===== src/core/serial_irq_defs.svh =====
`ifndef SERIAL_IRQ_DEFS_SVH
`define SERIAL_IRQ_DEFS_SVH

// ****************************************
// register byte offsets
// ****************************************
`define OFS_RX_ERR_IE 8'h00
`define OFS_FRAME_IE 8'h04
`define OFS_SA_LOW 8'h08
`define OFS_SA_HIGH 8'h0C
`define OFS_MODE_CTRL 8'h10
`define OFS_IRQ_STATUS 8'h14
`define OFS_IRQ_CLEAR 8'h18
`define OFS_IRQ_ENABLE 8'h1C

// ****************************************
// field positions
// ****************************************
`define BIT_RX_OVERRUN_FLAG_EN 3
`define BIT_CRC_EN 2
`define BIT_EOM_EN 7
`define MODE_LSB 0
`define MODE_MSB 1
`define SYNC_LSB 2
`define SYNC_MSB 3
`define ACHK_LSB 4
`define ACHK_MSB 5
`define EVT_RX_OVERRUN_FLAG 0
`define EVT_CRC 1
`define EVT_EOM 2
`define EVT_SUMMARY 3

// ****************************************
// reset values
// ****************************************
`define RST_BYTE 8'h00
`define RST_WORD 32'h0000_0000
`define RST_EVT 3'h0

`endif


===== src/core/serial_irq_pkg.sv =====
package serial_irq_pkg;

    typedef enum logic [1:0] {
        MODE_ASYNC,
        MODE_BYTE_SYNC,
        MODE_BIT_SYNC,
        MODE_SPARE
    } chan_mode_type;

    typedef enum logic [1:0] {
        SYNC_MONO,
        SYNC_BI,
        SYNC_EXTERNAL,
        SYNC_SPARE
    } sync_mode_type;

    typedef enum logic [1:0] {
        ACHK_NONE,
        ACHK_SINGLE1,
        ACHK_SINGLE2,
        ACHK_DUAL
    } addr_check_type;

    typedef struct packed {
        logic ack;
        logic [31:0] dat;
        logic rx_overrun_flag_en;
        logic crc_en;
        logic eom_en;
        logic [7:0] sa_low;
        logic [7:0] sa_high;
        chan_mode_type mode;
        sync_mode_type sync_mode;
        addr_check_type addr_chk;
        logic [2:0] irq_stat;
        logic [2:0] irq_en;
        logic irq;
        logic summary;
        logic [15:0] tx_syn;
        logic tx_syn_valid;
        logic tx_syn_wide;
        logic [15:0] rx_syn;
        logic rx_syn_valid;
        logic rx_syn_wide;
        logic [15:0] addr;
        logic addr_low_used;
        logic addr_high_used;
    } regs_state_type;

endpackage


===== src/core/serial_irq_regs.sv =====
`timescale 1ns/100ps
`include "serial_irq_defs.svh"

// Functional notes
// In every mode an overrun flag with its enable set raises the receive summary, and never with the enable clear.
// In byte and bit synchronous modes a CRC error flag with its enable set raises the receive summary.
// In asynchronous mode the CRC error enable reads as zero and software writes zero to it.
// Bits 1-0 of the receive error enable and bits 6-0 of the frame enable read zero and are written zero.
// Only in bit synchronous mode a frame end flag with bit 7 enable raises the summary; elsewhere bit 7 reads zero.
// In mono-sync mode the low sync byte is the receive SYN character.
// In bi-sync mode the low sync byte is bits 7-0 of the 16-bit SYN pattern for both directions.
// In bi-sync mode the high sync byte is bits 15-8 of the 16-bit SYN pattern for both directions.
// In mono-sync and external-sync modes the high sync byte is the transmitted SYN character.
// The low byte is unused in asynchronous and external-sync modes, the high byte in asynchronous mode.
// In HDLC with no address check both sync bytes are unused.
// In HDLC the low byte is address bits 7-0 for single-1 and dual checking and unused for single-2.
// In HDLC the high byte is address bits 15-8 for single-2 and dual checking and unused for single-1.
// In bit synchronous mode the sync bytes are never transmitted; software puts address octets in the buffer.
// Software puts the first octet of a two-octet pattern in the low byte and the second in the high byte.
// An interrupt request goes out only while a status bit and its enable are both one.
// The sync bytes are plain reset-cleared read/write storage feeding the steering logic, whose outputs are registered.
module serial_irq_regs
    import serial_irq_pkg::*;
(
    input wire logic sys_clk,
    input wire logic rst,
    input wire logic wb_cyc_i,
    input wire logic wb_stb_i,
    input wire logic wb_we_i,
    input wire logic [7:0] wb_adr_i,
    input wire logic [3:0] wb_sel_i,
    input wire logic [31:0] wb_dat_i,
    output logic [31:0] wb_dat_o,
    output logic wb_ack_o,
    input wire logic rx_overrun_flag,
    input wire logic crc_error_flag,
    input wire logic frame_end_flag,
    output logic rx_interrupt_summary,
    output logic irq,
    output logic [15:0] tx_syn_pattern,
    output logic tx_syn_valid,
    output logic tx_syn_wide,
    output logic [15:0] rx_syn_pattern,
    output logic rx_syn_valid,
    output logic rx_syn_wide,
    output logic [15:0] station_addr,
    output logic station_addr_low_used,
    output logic station_addr_high_used
);

    // ****************************************
    // state
    // ****************************************
    regs_state_type state_r;
    regs_state_type state_nxt;

    logic access;
    logic wr_commit;
    logic lane0;
    logic [7:0] wbyte;
    logic rx_overrun_flag_hit;
    logic crc_hit;
    logic eom_hit;
    logic [2:0] hits;
    logic [2:0] clr_mask;
    logic [7:0] rx_err_ie_view;
    logic [7:0] frame_ie_view;
    logic [7:0] mode_view;
    logic [15:0] sel_tx_syn;
    logic sel_tx_valid;
    logic sel_tx_wide;
    logic [15:0] sel_rx_syn;
    logic sel_rx_valid;
    logic sel_rx_wide;
    logic [15:0] sel_addr;
    logic sel_low_used;
    logic sel_high_used;

    // ****************************************
    // sync/address steering
    // ****************************************
    sync_addr_select u_select (
        .mode(state_r.mode),
        .sync_mode(state_r.sync_mode),
        .addr_chk(state_r.addr_chk),
        .sa_low(state_r.sa_low),
        .sa_high(state_r.sa_high),
        .tx_syn(sel_tx_syn),
        .tx_syn_valid(sel_tx_valid),
        .tx_syn_wide(sel_tx_wide),
        .rx_syn(sel_rx_syn),
        .rx_syn_valid(sel_rx_valid),
        .rx_syn_wide(sel_rx_wide),
        .addr(sel_addr),
        .addr_low_used(sel_low_used),
        .addr_high_used(sel_high_used)
    );

    // ****************************************
    // bus decode helpers
    // ****************************************
    assign access = wb_cyc_i & wb_stb_i;
    assign wr_commit = access & wb_we_i & state_r.ack;
    assign lane0 = wb_sel_i[0];
    assign wbyte = wb_dat_i[7:0];

    // ****************************************
    // interrupt conditions
    // ****************************************
    always_comb begin
        rx_overrun_flag_hit = rx_overrun_flag & state_r.rx_overrun_flag_en;
        crc_hit = crc_error_flag & state_r.crc_en
            & (state_r.mode != MODE_ASYNC);
        eom_hit = frame_end_flag & state_r.eom_en
            & (state_r.mode == MODE_BIT_SYNC);
        hits = 3'h0;
        hits[`EVT_RX_OVERRUN_FLAG] = rx_overrun_flag_hit;
        hits[`EVT_CRC] = crc_hit;
        hits[`EVT_EOM] = eom_hit;
    end

    // ****************************************
    // read views with reserved bits at zero
    // ****************************************
    always_comb begin
        rx_err_ie_view = 8'h00;
        rx_err_ie_view[`BIT_RX_OVERRUN_FLAG_EN] = state_r.rx_overrun_flag_en;
        rx_err_ie_view[`BIT_CRC_EN] = state_r.crc_en
            & (state_r.mode != MODE_ASYNC);
        frame_ie_view = 8'h00;
        frame_ie_view[`BIT_EOM_EN] = state_r.eom_en
            & (state_r.mode == MODE_BIT_SYNC);
        mode_view = 8'h00;
        mode_view[`MODE_MSB:`MODE_LSB] = state_r.mode;
        mode_view[`SYNC_MSB:`SYNC_LSB] = state_r.sync_mode;
        mode_view[`ACHK_MSB:`ACHK_LSB] = state_r.addr_chk;
    end

    // ****************************************
    // next state
    // ****************************************
    always_comb begin
        state_nxt = state_r;
        clr_mask = 3'h0;

        // one wait state, ack drops the cycle after it rose
        state_nxt.ack = access & ~state_r.ack;

        // read data captured together with ack
        if (access & ~state_r.ack) begin
            state_nxt.dat = `RST_WORD;
            case (wb_adr_i)
                `OFS_RX_ERR_IE: begin
                    state_nxt.dat[7:0] = rx_err_ie_view;
                end
                `OFS_FRAME_IE: begin
                    state_nxt.dat[7:0] = frame_ie_view;
                end
                `OFS_SA_LOW: begin
                    state_nxt.dat[7:0] = state_r.sa_low;
                end
                `OFS_SA_HIGH: begin
                    state_nxt.dat[7:0] = state_r.sa_high;
                end
                `OFS_MODE_CTRL: begin
                    state_nxt.dat[7:0] = mode_view;
                end
                `OFS_IRQ_STATUS: begin
                    state_nxt.dat[2:0] = state_r.irq_stat;
                    state_nxt.dat[`EVT_SUMMARY] = state_r.summary;
                end
                `OFS_IRQ_ENABLE: begin
                    state_nxt.dat[2:0] = state_r.irq_en;
                end
                default: begin
                    state_nxt.dat = `RST_WORD;
                end
            endcase
        end else begin
            state_nxt.dat = `RST_WORD;
        end

        // writes take effect on the edge that sees ack
        if (wr_commit & lane0) begin
            case (wb_adr_i)
                `OFS_RX_ERR_IE: begin
                    state_nxt.rx_overrun_flag_en = wbyte[`BIT_RX_OVERRUN_FLAG_EN];
                    state_nxt.crc_en = wbyte[`BIT_CRC_EN]
                        & (state_r.mode != MODE_ASYNC);
                end
                `OFS_FRAME_IE: begin
                    state_nxt.eom_en = wbyte[`BIT_EOM_EN]
                        & (state_r.mode == MODE_BIT_SYNC);
                end
                `OFS_SA_LOW: begin
                    state_nxt.sa_low = wbyte;
                end
                `OFS_SA_HIGH: begin
                    state_nxt.sa_high = wbyte;
                end
                `OFS_MODE_CTRL: begin
                    state_nxt.mode =
                        chan_mode_type'(wbyte[`MODE_MSB:`MODE_LSB]);
                    state_nxt.sync_mode =
                        sync_mode_type'(wbyte[`SYNC_MSB:`SYNC_LSB]);
                    state_nxt.addr_chk =
                        addr_check_type'(wbyte[`ACHK_MSB:`ACHK_LSB]);
                end
                `OFS_IRQ_CLEAR: begin
                    clr_mask = wbyte[2:0];
                end
                `OFS_IRQ_ENABLE: begin
                    state_nxt.irq_en = wbyte[2:0];
                end
                default: begin
                    clr_mask = 3'h0;
                end
            endcase
        end

        // summary follows flag and enable pairs
        state_nxt.summary = |hits;

        // sticky status, a new event beats a clear
        state_nxt.irq_stat = (state_r.irq_stat & ~clr_mask) | hits;

        // level interrupt from enabled status bits
        state_nxt.irq = |(state_nxt.irq_stat & state_nxt.irq_en);

        // steered sync/address values registered for output
        state_nxt.tx_syn = sel_tx_syn;
        state_nxt.tx_syn_valid = sel_tx_valid;
        state_nxt.tx_syn_wide = sel_tx_wide;
        state_nxt.rx_syn = sel_rx_syn;
        state_nxt.rx_syn_valid = sel_rx_valid;
        state_nxt.rx_syn_wide = sel_rx_wide;
        state_nxt.addr = sel_addr;
        state_nxt.addr_low_used = sel_low_used;
        state_nxt.addr_high_used = sel_high_used;
    end

    // ****************************************
    // registers
    // ****************************************
    always_ff @(posedge sys_clk or posedge rst) begin
        if (rst) begin
            state_r.ack <= 1'b0;
            state_r.dat <= `RST_WORD;
            state_r.rx_overrun_flag_en <= 1'b0;
            state_r.crc_en <= 1'b0;
            state_r.eom_en <= 1'b0;
            state_r.sa_low <= `RST_BYTE;
            state_r.sa_high <= `RST_BYTE;
            state_r.mode <= MODE_ASYNC;
            state_r.sync_mode <= SYNC_MONO;
            state_r.addr_chk <= ACHK_NONE;
            state_r.irq_stat <= `RST_EVT;
            state_r.irq_en <= `RST_EVT;
            state_r.irq <= 1'b0;
            state_r.summary <= 1'b0;
            state_r.tx_syn <= 16'h0000;
            state_r.tx_syn_valid <= 1'b0;
            state_r.tx_syn_wide <= 1'b0;
            state_r.rx_syn <= 16'h0000;
            state_r.rx_syn_valid <= 1'b0;
            state_r.rx_syn_wide <= 1'b0;
            state_r.addr <= 16'h0000;
            state_r.addr_low_used <= 1'b0;
            state_r.addr_high_used <= 1'b0;
        end else begin
            state_r <= state_nxt;
        end
    end

    // ****************************************
    // outputs
    // ****************************************
    assign wb_dat_o = state_r.dat;
    assign wb_ack_o = state_r.ack;
    assign rx_interrupt_summary = state_r.summary;
    assign irq = state_r.irq;
    assign tx_syn_pattern = state_r.tx_syn;
    assign tx_syn_valid = state_r.tx_syn_valid;
    assign tx_syn_wide = state_r.tx_syn_wide;
    assign rx_syn_pattern = state_r.rx_syn;
    assign rx_syn_valid = state_r.rx_syn_valid;
    assign rx_syn_wide = state_r.rx_syn_wide;
    assign station_addr = state_r.addr;
    assign station_addr_low_used = state_r.addr_low_used;
    assign station_addr_high_used = state_r.addr_high_used;

endmodule


===== src/core/sync_addr_select.sv =====
`timescale 1ns/100ps

// ****************************************
// steering of the sync/address bytes
// ****************************************
module sync_addr_select
    import serial_irq_pkg::*;
(
    input wire chan_mode_type mode,
    input wire sync_mode_type sync_mode,
    input wire addr_check_type addr_chk,
    input wire logic [7:0] sa_low,
    input wire logic [7:0] sa_high,
    output logic [15:0] tx_syn,
    output logic tx_syn_valid,
    output logic tx_syn_wide,
    output logic [15:0] rx_syn,
    output logic rx_syn_valid,
    output logic rx_syn_wide,
    output logic [15:0] addr,
    output logic addr_low_used,
    output logic addr_high_used
);

    always_comb begin
        tx_syn = 16'h0000;
        tx_syn_valid = 1'b0;
        tx_syn_wide = 1'b0;
        rx_syn = 16'h0000;
        rx_syn_valid = 1'b0;
        rx_syn_wide = 1'b0;
        addr = 16'h0000;
        addr_low_used = 1'b0;
        addr_high_used = 1'b0;
        case (mode)
            MODE_BYTE_SYNC: begin
                case (sync_mode)
                    SYNC_MONO: begin
                        rx_syn = {8'h00, sa_low};
                        rx_syn_valid = 1'b1;
                        tx_syn = {8'h00, sa_high};
                        tx_syn_valid = 1'b1;
                    end
                    SYNC_BI: begin
                        rx_syn = {sa_high, sa_low};
                        rx_syn_valid = 1'b1;
                        rx_syn_wide = 1'b1;
                        tx_syn = {sa_high, sa_low};
                        tx_syn_valid = 1'b1;
                        tx_syn_wide = 1'b1;
                    end
                    SYNC_EXTERNAL: begin
                        tx_syn = {8'h00, sa_high};
                        tx_syn_valid = 1'b1;
                    end
                    default: begin
                        tx_syn_valid = 1'b0;
                    end
                endcase
            end
            MODE_BIT_SYNC: begin
                // address only for receive checking, never sent R14
                case (addr_chk)
                    ACHK_SINGLE1: begin
                        addr = {8'h00, sa_low};
                        addr_low_used = 1'b1;
                    end
                    ACHK_SINGLE2: begin
                        addr = {sa_high, 8'h00};
                        addr_high_used = 1'b1;
                    end
                    ACHK_DUAL: begin
                        addr = {sa_high, sa_low};
                        addr_low_used = 1'b1;
                        addr_high_used = 1'b1;
                    end
                    default: begin
                        addr_low_used = 1'b0;
                    end
                endcase
            end
            default: begin
                addr_low_used = 1'b0;
            end
        endcase
    end

endmodule


===== config.mk =====
export PLATFORM = sky130hd
export DESIGN_NAME = serial_irq_regs
export DESIGN_NICKNAME = d
export VERILOG_FILES = /design/src/core/serial_irq_pkg.sv /design/src/core/serial_irq_regs.sv /design/src/core/sync_addr_select.sv
export VERILOG_INCLUDE_DIRS = /design/src /design/src/core
export SDC_FILE = /design/constraint.sdc
export NUM_CORES = 1
export LEC_CHECK = 0
export BUFFER_PORTS_ARGS = -buffer_cell sky130_fd_sc_hd__buf_4
export CAP_MARGIN = 20
export CORE_MARGIN = 3
export CORE_UTILIZATION = 45
export DETAILED_ROUTE_END_ITERATION = 8
export GPL_TIMING_DRIVEN = 0
export HOLD_SLACK_MARGIN = 0.03
export PLACE_DENSITY = 0.73
export SETUP_SLACK_MARGIN = 0.2
export SLEW_MARGIN = 30
export SYNTH_ARGS = -nofsm -noshare
export SYNTH_HDL_FRONTEND = slang
export SYNTH_SLANG_ARGS = --single-unit

===== constraint.sdc =====
create_clock -name sys_clk -period 2.4 [get_ports sys_clk]
set_input_delay 0 -clock sys_clk [delete_from_list [all_inputs] [get_ports sys_clk]]
set_output_delay 0 -clock sys_clk [all_outputs]
set_load 0.02 [all_outputs]

# After elaboration in Yosys (flattened, before gate mapping)
# Index checks and enable logic that the tools add are counted.
op_classes:
  mux: 24
  n_eq_ne: 14
  bitwise_logic: 19
  n_reduce_logical: 15
op_table:
  columns: ["op", "n"]
  rows:
  - ["one-hot mux 16 bit (2 select lines)", 2]
  - ["2-to-1 mux 16 bit", 3]
  - ["one-hot mux 16 bit (3 select lines)", 1]
  - ["equality test 8 x 5 -> 1 bit, second input constant", 4]
  - ["one-hot mux 3 bit (6 select lines)", 1]
  - ["equality test 8 x 4 -> 1 bit, second input constant", 2]
  - ["one-hot mux 4 bit (4 select lines)", 1]
  - ["AND 1 bit", 14]
  - ["2-to-1 mux 3 bit", 4]
  - ["2-to-1 mux 1 bit", 10]
  - ["AND reduction 2 bit", 5]
  - ["OR reduction 3 bit", 3]
  - ["equality test 2 bit, second input constant", 4]
  - ["equality test 8 x 3 -> 1 bit, second input constant", 1]
  - ["zero test 8 bit", 1]
  - ["2-to-1 mux 8 bit", 1]
  - ["OR reduction 2 bit", 4]
  - ["AND 3 bit", 2]
  - ["equality test 2 x 1 -> 1 bit, second input constant", 3]
  - ["one-hot mux 1 bit (5 select lines)", 1]
  - ["NOT 3 bit", 1]
  - ["OR 3 bit", 1]
  - ["zero test 2 bit", 1]
  - ["nonzero test 2 bit", 1]
  - ["NOT 1 bit", 1]
totals:
  register_bits: 119
  input_bits: 52
  output_inout_bits: 89
  wordCells: 94

# Longest topological paths before layout
logic_depth:
  depth_word: 10
  ltp_mapped: 6
  depth_no_buf: 5

# Hierarchy
# A second synthesis with hierarchy kept.
unflattened:
  hier_cells: 384
  area_unflattened_um2: 4534.3
by_module_without_submodules:
  columns: ["module", "n_inst", "area_each_um2", "cells_each", "seq_area_each_um2"]
  rows:
  - ["serial_irq_regs", 1, 4010.1, 306, 2402.3]
  - ["sync_addr_select", 1, 524.3, 78, 0.0]

# Least setup slack after synthesis
# OpenSTA, ideal clock, no wires.
synth_path:
  kind: "reg2reg"
  startpoint: "register state_r, in the netlist wb_ack_o"
  endpoint: "register irq (netlist name)"
  period_less_slack_ps: 1705
  required_time_ps: 2274
  t_arrival_ps: 1579
  n_path_buf: 0
  setup_ps: 126
  stages_incl_launch_ff: 6
  setup_slack_ps: 695
  path_cell_list: "dfrtp_1 > nand4_1 > nor4_4 > mux2_4 > a21boi_1 > a221o_1"
synth_rtl:
  columns: ["item", "line", "source"]
  rows:
  - ["from (decl)", "serial_irq_regs.sv:54", "regs_state_type state_r;"]
  - ["from (signal assigned)", "serial_irq_regs.sv:271", "state_r <= state_nxt;"]

==> summary.txt <==
Outcome
  – Run status: finished, final reports clean

Timing
  – Highest clock frequency the design can meet: approximately 0.51 GHz
  – Final hold violations: 0
  – Crit share post-route: 82.2%
  – Worst clock skew: 0.0156 ns
  – Worst slew margin: 58.8%
  – Number of max-slew violations in the final report: 0
  – Fin crit period: slightly below 2 ns
  – Transition time at the pin with the least slew margin: approximately 0.6 ns
  – Unrepaired setup endpoints after global routing: no
  – Worst-case hold slack: ~0.06 ns
  – Sum Neg Setup Slack: 0 ns
  – Count of endpoints failing setup in the final report: 0

Synth
  – Predominant post-synthesis flop cell: dfrtp_1
  – Summed instance area of the synthesized netlist: 4130 µm²
  – Sequential cell area fraction in the yosys report: a little over half
  – Synth cell types: 42
  – Fraction of registers with async set or reset after synthesis: 100%
  – Number of standard cells after synthesis: ~350
  – Top cell type by total area after synthesis: dfrtp_1
  – Leading cell types by total area after synthesis: dfrtp_1, buf_4, mux2_2, and3_1, mux2i_1
  – Area fraction of the dominant cell type after synthesis: approximately 53%
  – Number of enable-type register cells in the synthesized netlist: 0
  – Total of warnings raised by yosys: 0
  – Average instance area after synthesis: ~12 µm²
  – Yosys reg bits: between 80 and 90

Drt
  – Post-detailed-routing wire length: 9.31 mm
  – Number of iterations in the first detailed-routing pass: 4
  – Via count: approximately 2900
  – Number of remaining DRC errors: 0
  – Remaining antenna violation count: 0
  – First DRT Iteration DRCs: 102
  – Average wire per standard cell: 15.3 µm
  – Avg Vias per Cell: ~4.7

Placed design
  – Count of port buffers added during placement: between 80 and 90
  – Half-perimeter wire length after placement: 6.88 mm
  – Placer's final routability congestion estimate: 0.833
  – Placed insts: roughly 580

CTS
  – TritonCTS clock tree: yes
  – Cts-stage hold buffer count: 16
  – Clock transition at the registers of the reported paths: approximately 0.09 ns
  – CTS sink cnt: about 90
  – CTS-repair resized insts: 0
  – Buffer count from post-CTS setup fixing: 0
  – Clock latency of the later-clocked register in the worst-skew pair: about 0.36 ns
  – Root Buffer: clkbuf_8
  – CTS buffer count: 9
  – H-tree depth reported by CTS: 3
  – CTS max path bufs: 2

Die
  – Placeable core region: approximately 8800 µm²
  – Die Ht: 102 µm
  – Row count: 34
  – Initial cell density of the core: 46.9%
  – Floorplan die area: 10400 µm²
  – Die span in x: 102 µm
  – Boundary pin count: around 140

Power and ir drop
  – Power Dens Cells: between 500 and 600 nW/µm²
  – Worst IR drop on VDD: approximately 0.00035 V
  – Static leakage: 0.00303 µW

Global routing
  – Number of antenna violations at the first check in global routing: 0
  – Via count of the first global-routing pass: between 2000 and 3000
  – Global-route wire length before repair: 14.3 mm
  – Overflow left after global routing: 0
  – Aggregate global-route resource usage: between 15 and 20%
  – Largest net degree at the start of global routing: 27

Worst setup path
  – Crit start category: input pin
  – Dominant delay contributor by cell family on the critical path: simple AND/OR/NAND/NOR gates
  – Critical Path Fanout Max: 6
  – Critical Path Max Stage Delay: about 0.54 ns
  – Launch instance of the worst register-to-register path: mode_view[1]$_DFFE_PP0P_
  – Critical path endpoint category: flip-flop
  – WP data arrival: 2.21 ns
  – Worst Setup Path Type: input pin to flip-flop
  – Critical-path top delay cell: dlygate4sd3_1
  – Required time worst endpoint: ~2.6 ns
  – WP buf/inv: 2
  – CP startpoint: wb_adr_i[6]
  – Critical path, cell by cell: dlygate4sd3_1, buf_4, or3_4, nor4_4, mux2_4, a21boi_1, a221o_1

Layout
  – Nets@finish: around 550
  – Diodes inserted: 0
  – Most common cell after layout, fill and taps aside: buf_4
  – Final standard cell utilization of the core: about three fifths
  – Fraction of layout cells with a size suffix above 1: between 40% and 50%
  – Area of combinational cells with multiple inputs: 1350 µm²
  – Cell Count, Final, Fillers Out: slightly above 600
  – Most used cells in the layout excluding fill and tap cells: buf_4, dfrtp_1, and3_1, mux2_2, conb_1
  – Layout overhead on the synthesized area: 32.0%
  – Fillers: between 700 and 800
  – Storage element area: ~2200 µm²

Hold path
  – Min-delay src: wb_adr_i[0]
  – Class of the tightest hold or removal check: input pin to flip-flop

Run
  – Maxcap violations: 0
power breakdown:
part / switching, µW / internal, µW / leakage [µW]
Combinational: 123 / 97.3 / 0.00170
Sequential: 2.83 / 1480 / 0.00123
Clock: 550 / 490 / 0.0000966
cell type report:
cell class,instances,area share (%)
well taps,108,2.48
clock buffers,9,2.27
plain buffers,94,12.1
flip-flops and latches,88,40.4
repair buffers,106,16.4
multi-input cells,193,24.7
clock inverters,7,1.40
inverters,2,0.206
cells in the mapped netlist, types with 3 or more instances:
cell type,n
nand2_1,13
and3_1,29
clkbuf_1,8
mux2i_1,9
dfrtp_1,88
mux2_2,28
nor3_1,3
nor2_1,15
a22o_1,8
o21ai_0,11
buf_2,4
nand4_1,4
buf_4,81
and2_1,12
nand3_1,5
a21oi_1,5
sequential cells by signal (all words and copies together) (netlist names), 6 cells and up:
name            count
rx_syn_pattern     16
mode_view           6
tx_syn_pattern      9
station_addr       16
wb_dat_o            8
state_r            24
worst reg2reg max path: cells and delay by family (launching register included):
| kind | cells | cell delay [ns] |
|---|---|---|
| and+or+nand+nor | 3 | 0.84 |
| DFF | 1 | 0.46 |
| buffers and inverters | 1 | 0.37 |
| AOI/OAI and AO/OA | 1 | 0.23 |
worst paths after layout:
path / to / slack [ns] / cells past startpoint
max: irq$_DFF_PP0_ / 0.43 / 7
max in group asynchronous: rx_syn_pattern[12]$_DFF_PP0_ / 1.51 / 5
min reg2reg: state_r[85]$_DFFE_PP0P_ / 0.51 / 2
min: state_r[85]$_DFFE_PP0P_ / 0.06 / 4
max reg2reg: tx_syn_pattern[3]$_DFF_PP0_ / 0.43 / 5
min in group asynchronous: state_r[58]$_DFF_PP0_ / 0.24 / 3
per-layer routing:
metal	vias to the layer above	GRT usage [%]	routed length (µm)
li1	1388	-	-
met1	1367	23.3	3940
met2	85	31.8	4790
met3	10	3.48	478
met4	0	5.85	105
met5	-	0	0
stage by stage:
stage,cell area (µm²),setup slack [ns],total power [µW]
after global placement,5010,0.522,1700
after global routing,5460,0.278,2860
after floorplan,4220,0.695,1640
after detailed placement,5090,0.481,1710
final,5460,0.427,2750
after CTS,5460,0.420,2770
logic make-up after synthesis:
logic type	share of synthesized area, %
compound gates	5.24
xor+xnor	0.212
buf+inv	16.2
flops	53.3
mux	10.2
other cells	0.0907
simple gates	14.8
No activity file was read; power rests on OpenSTA's default activity.
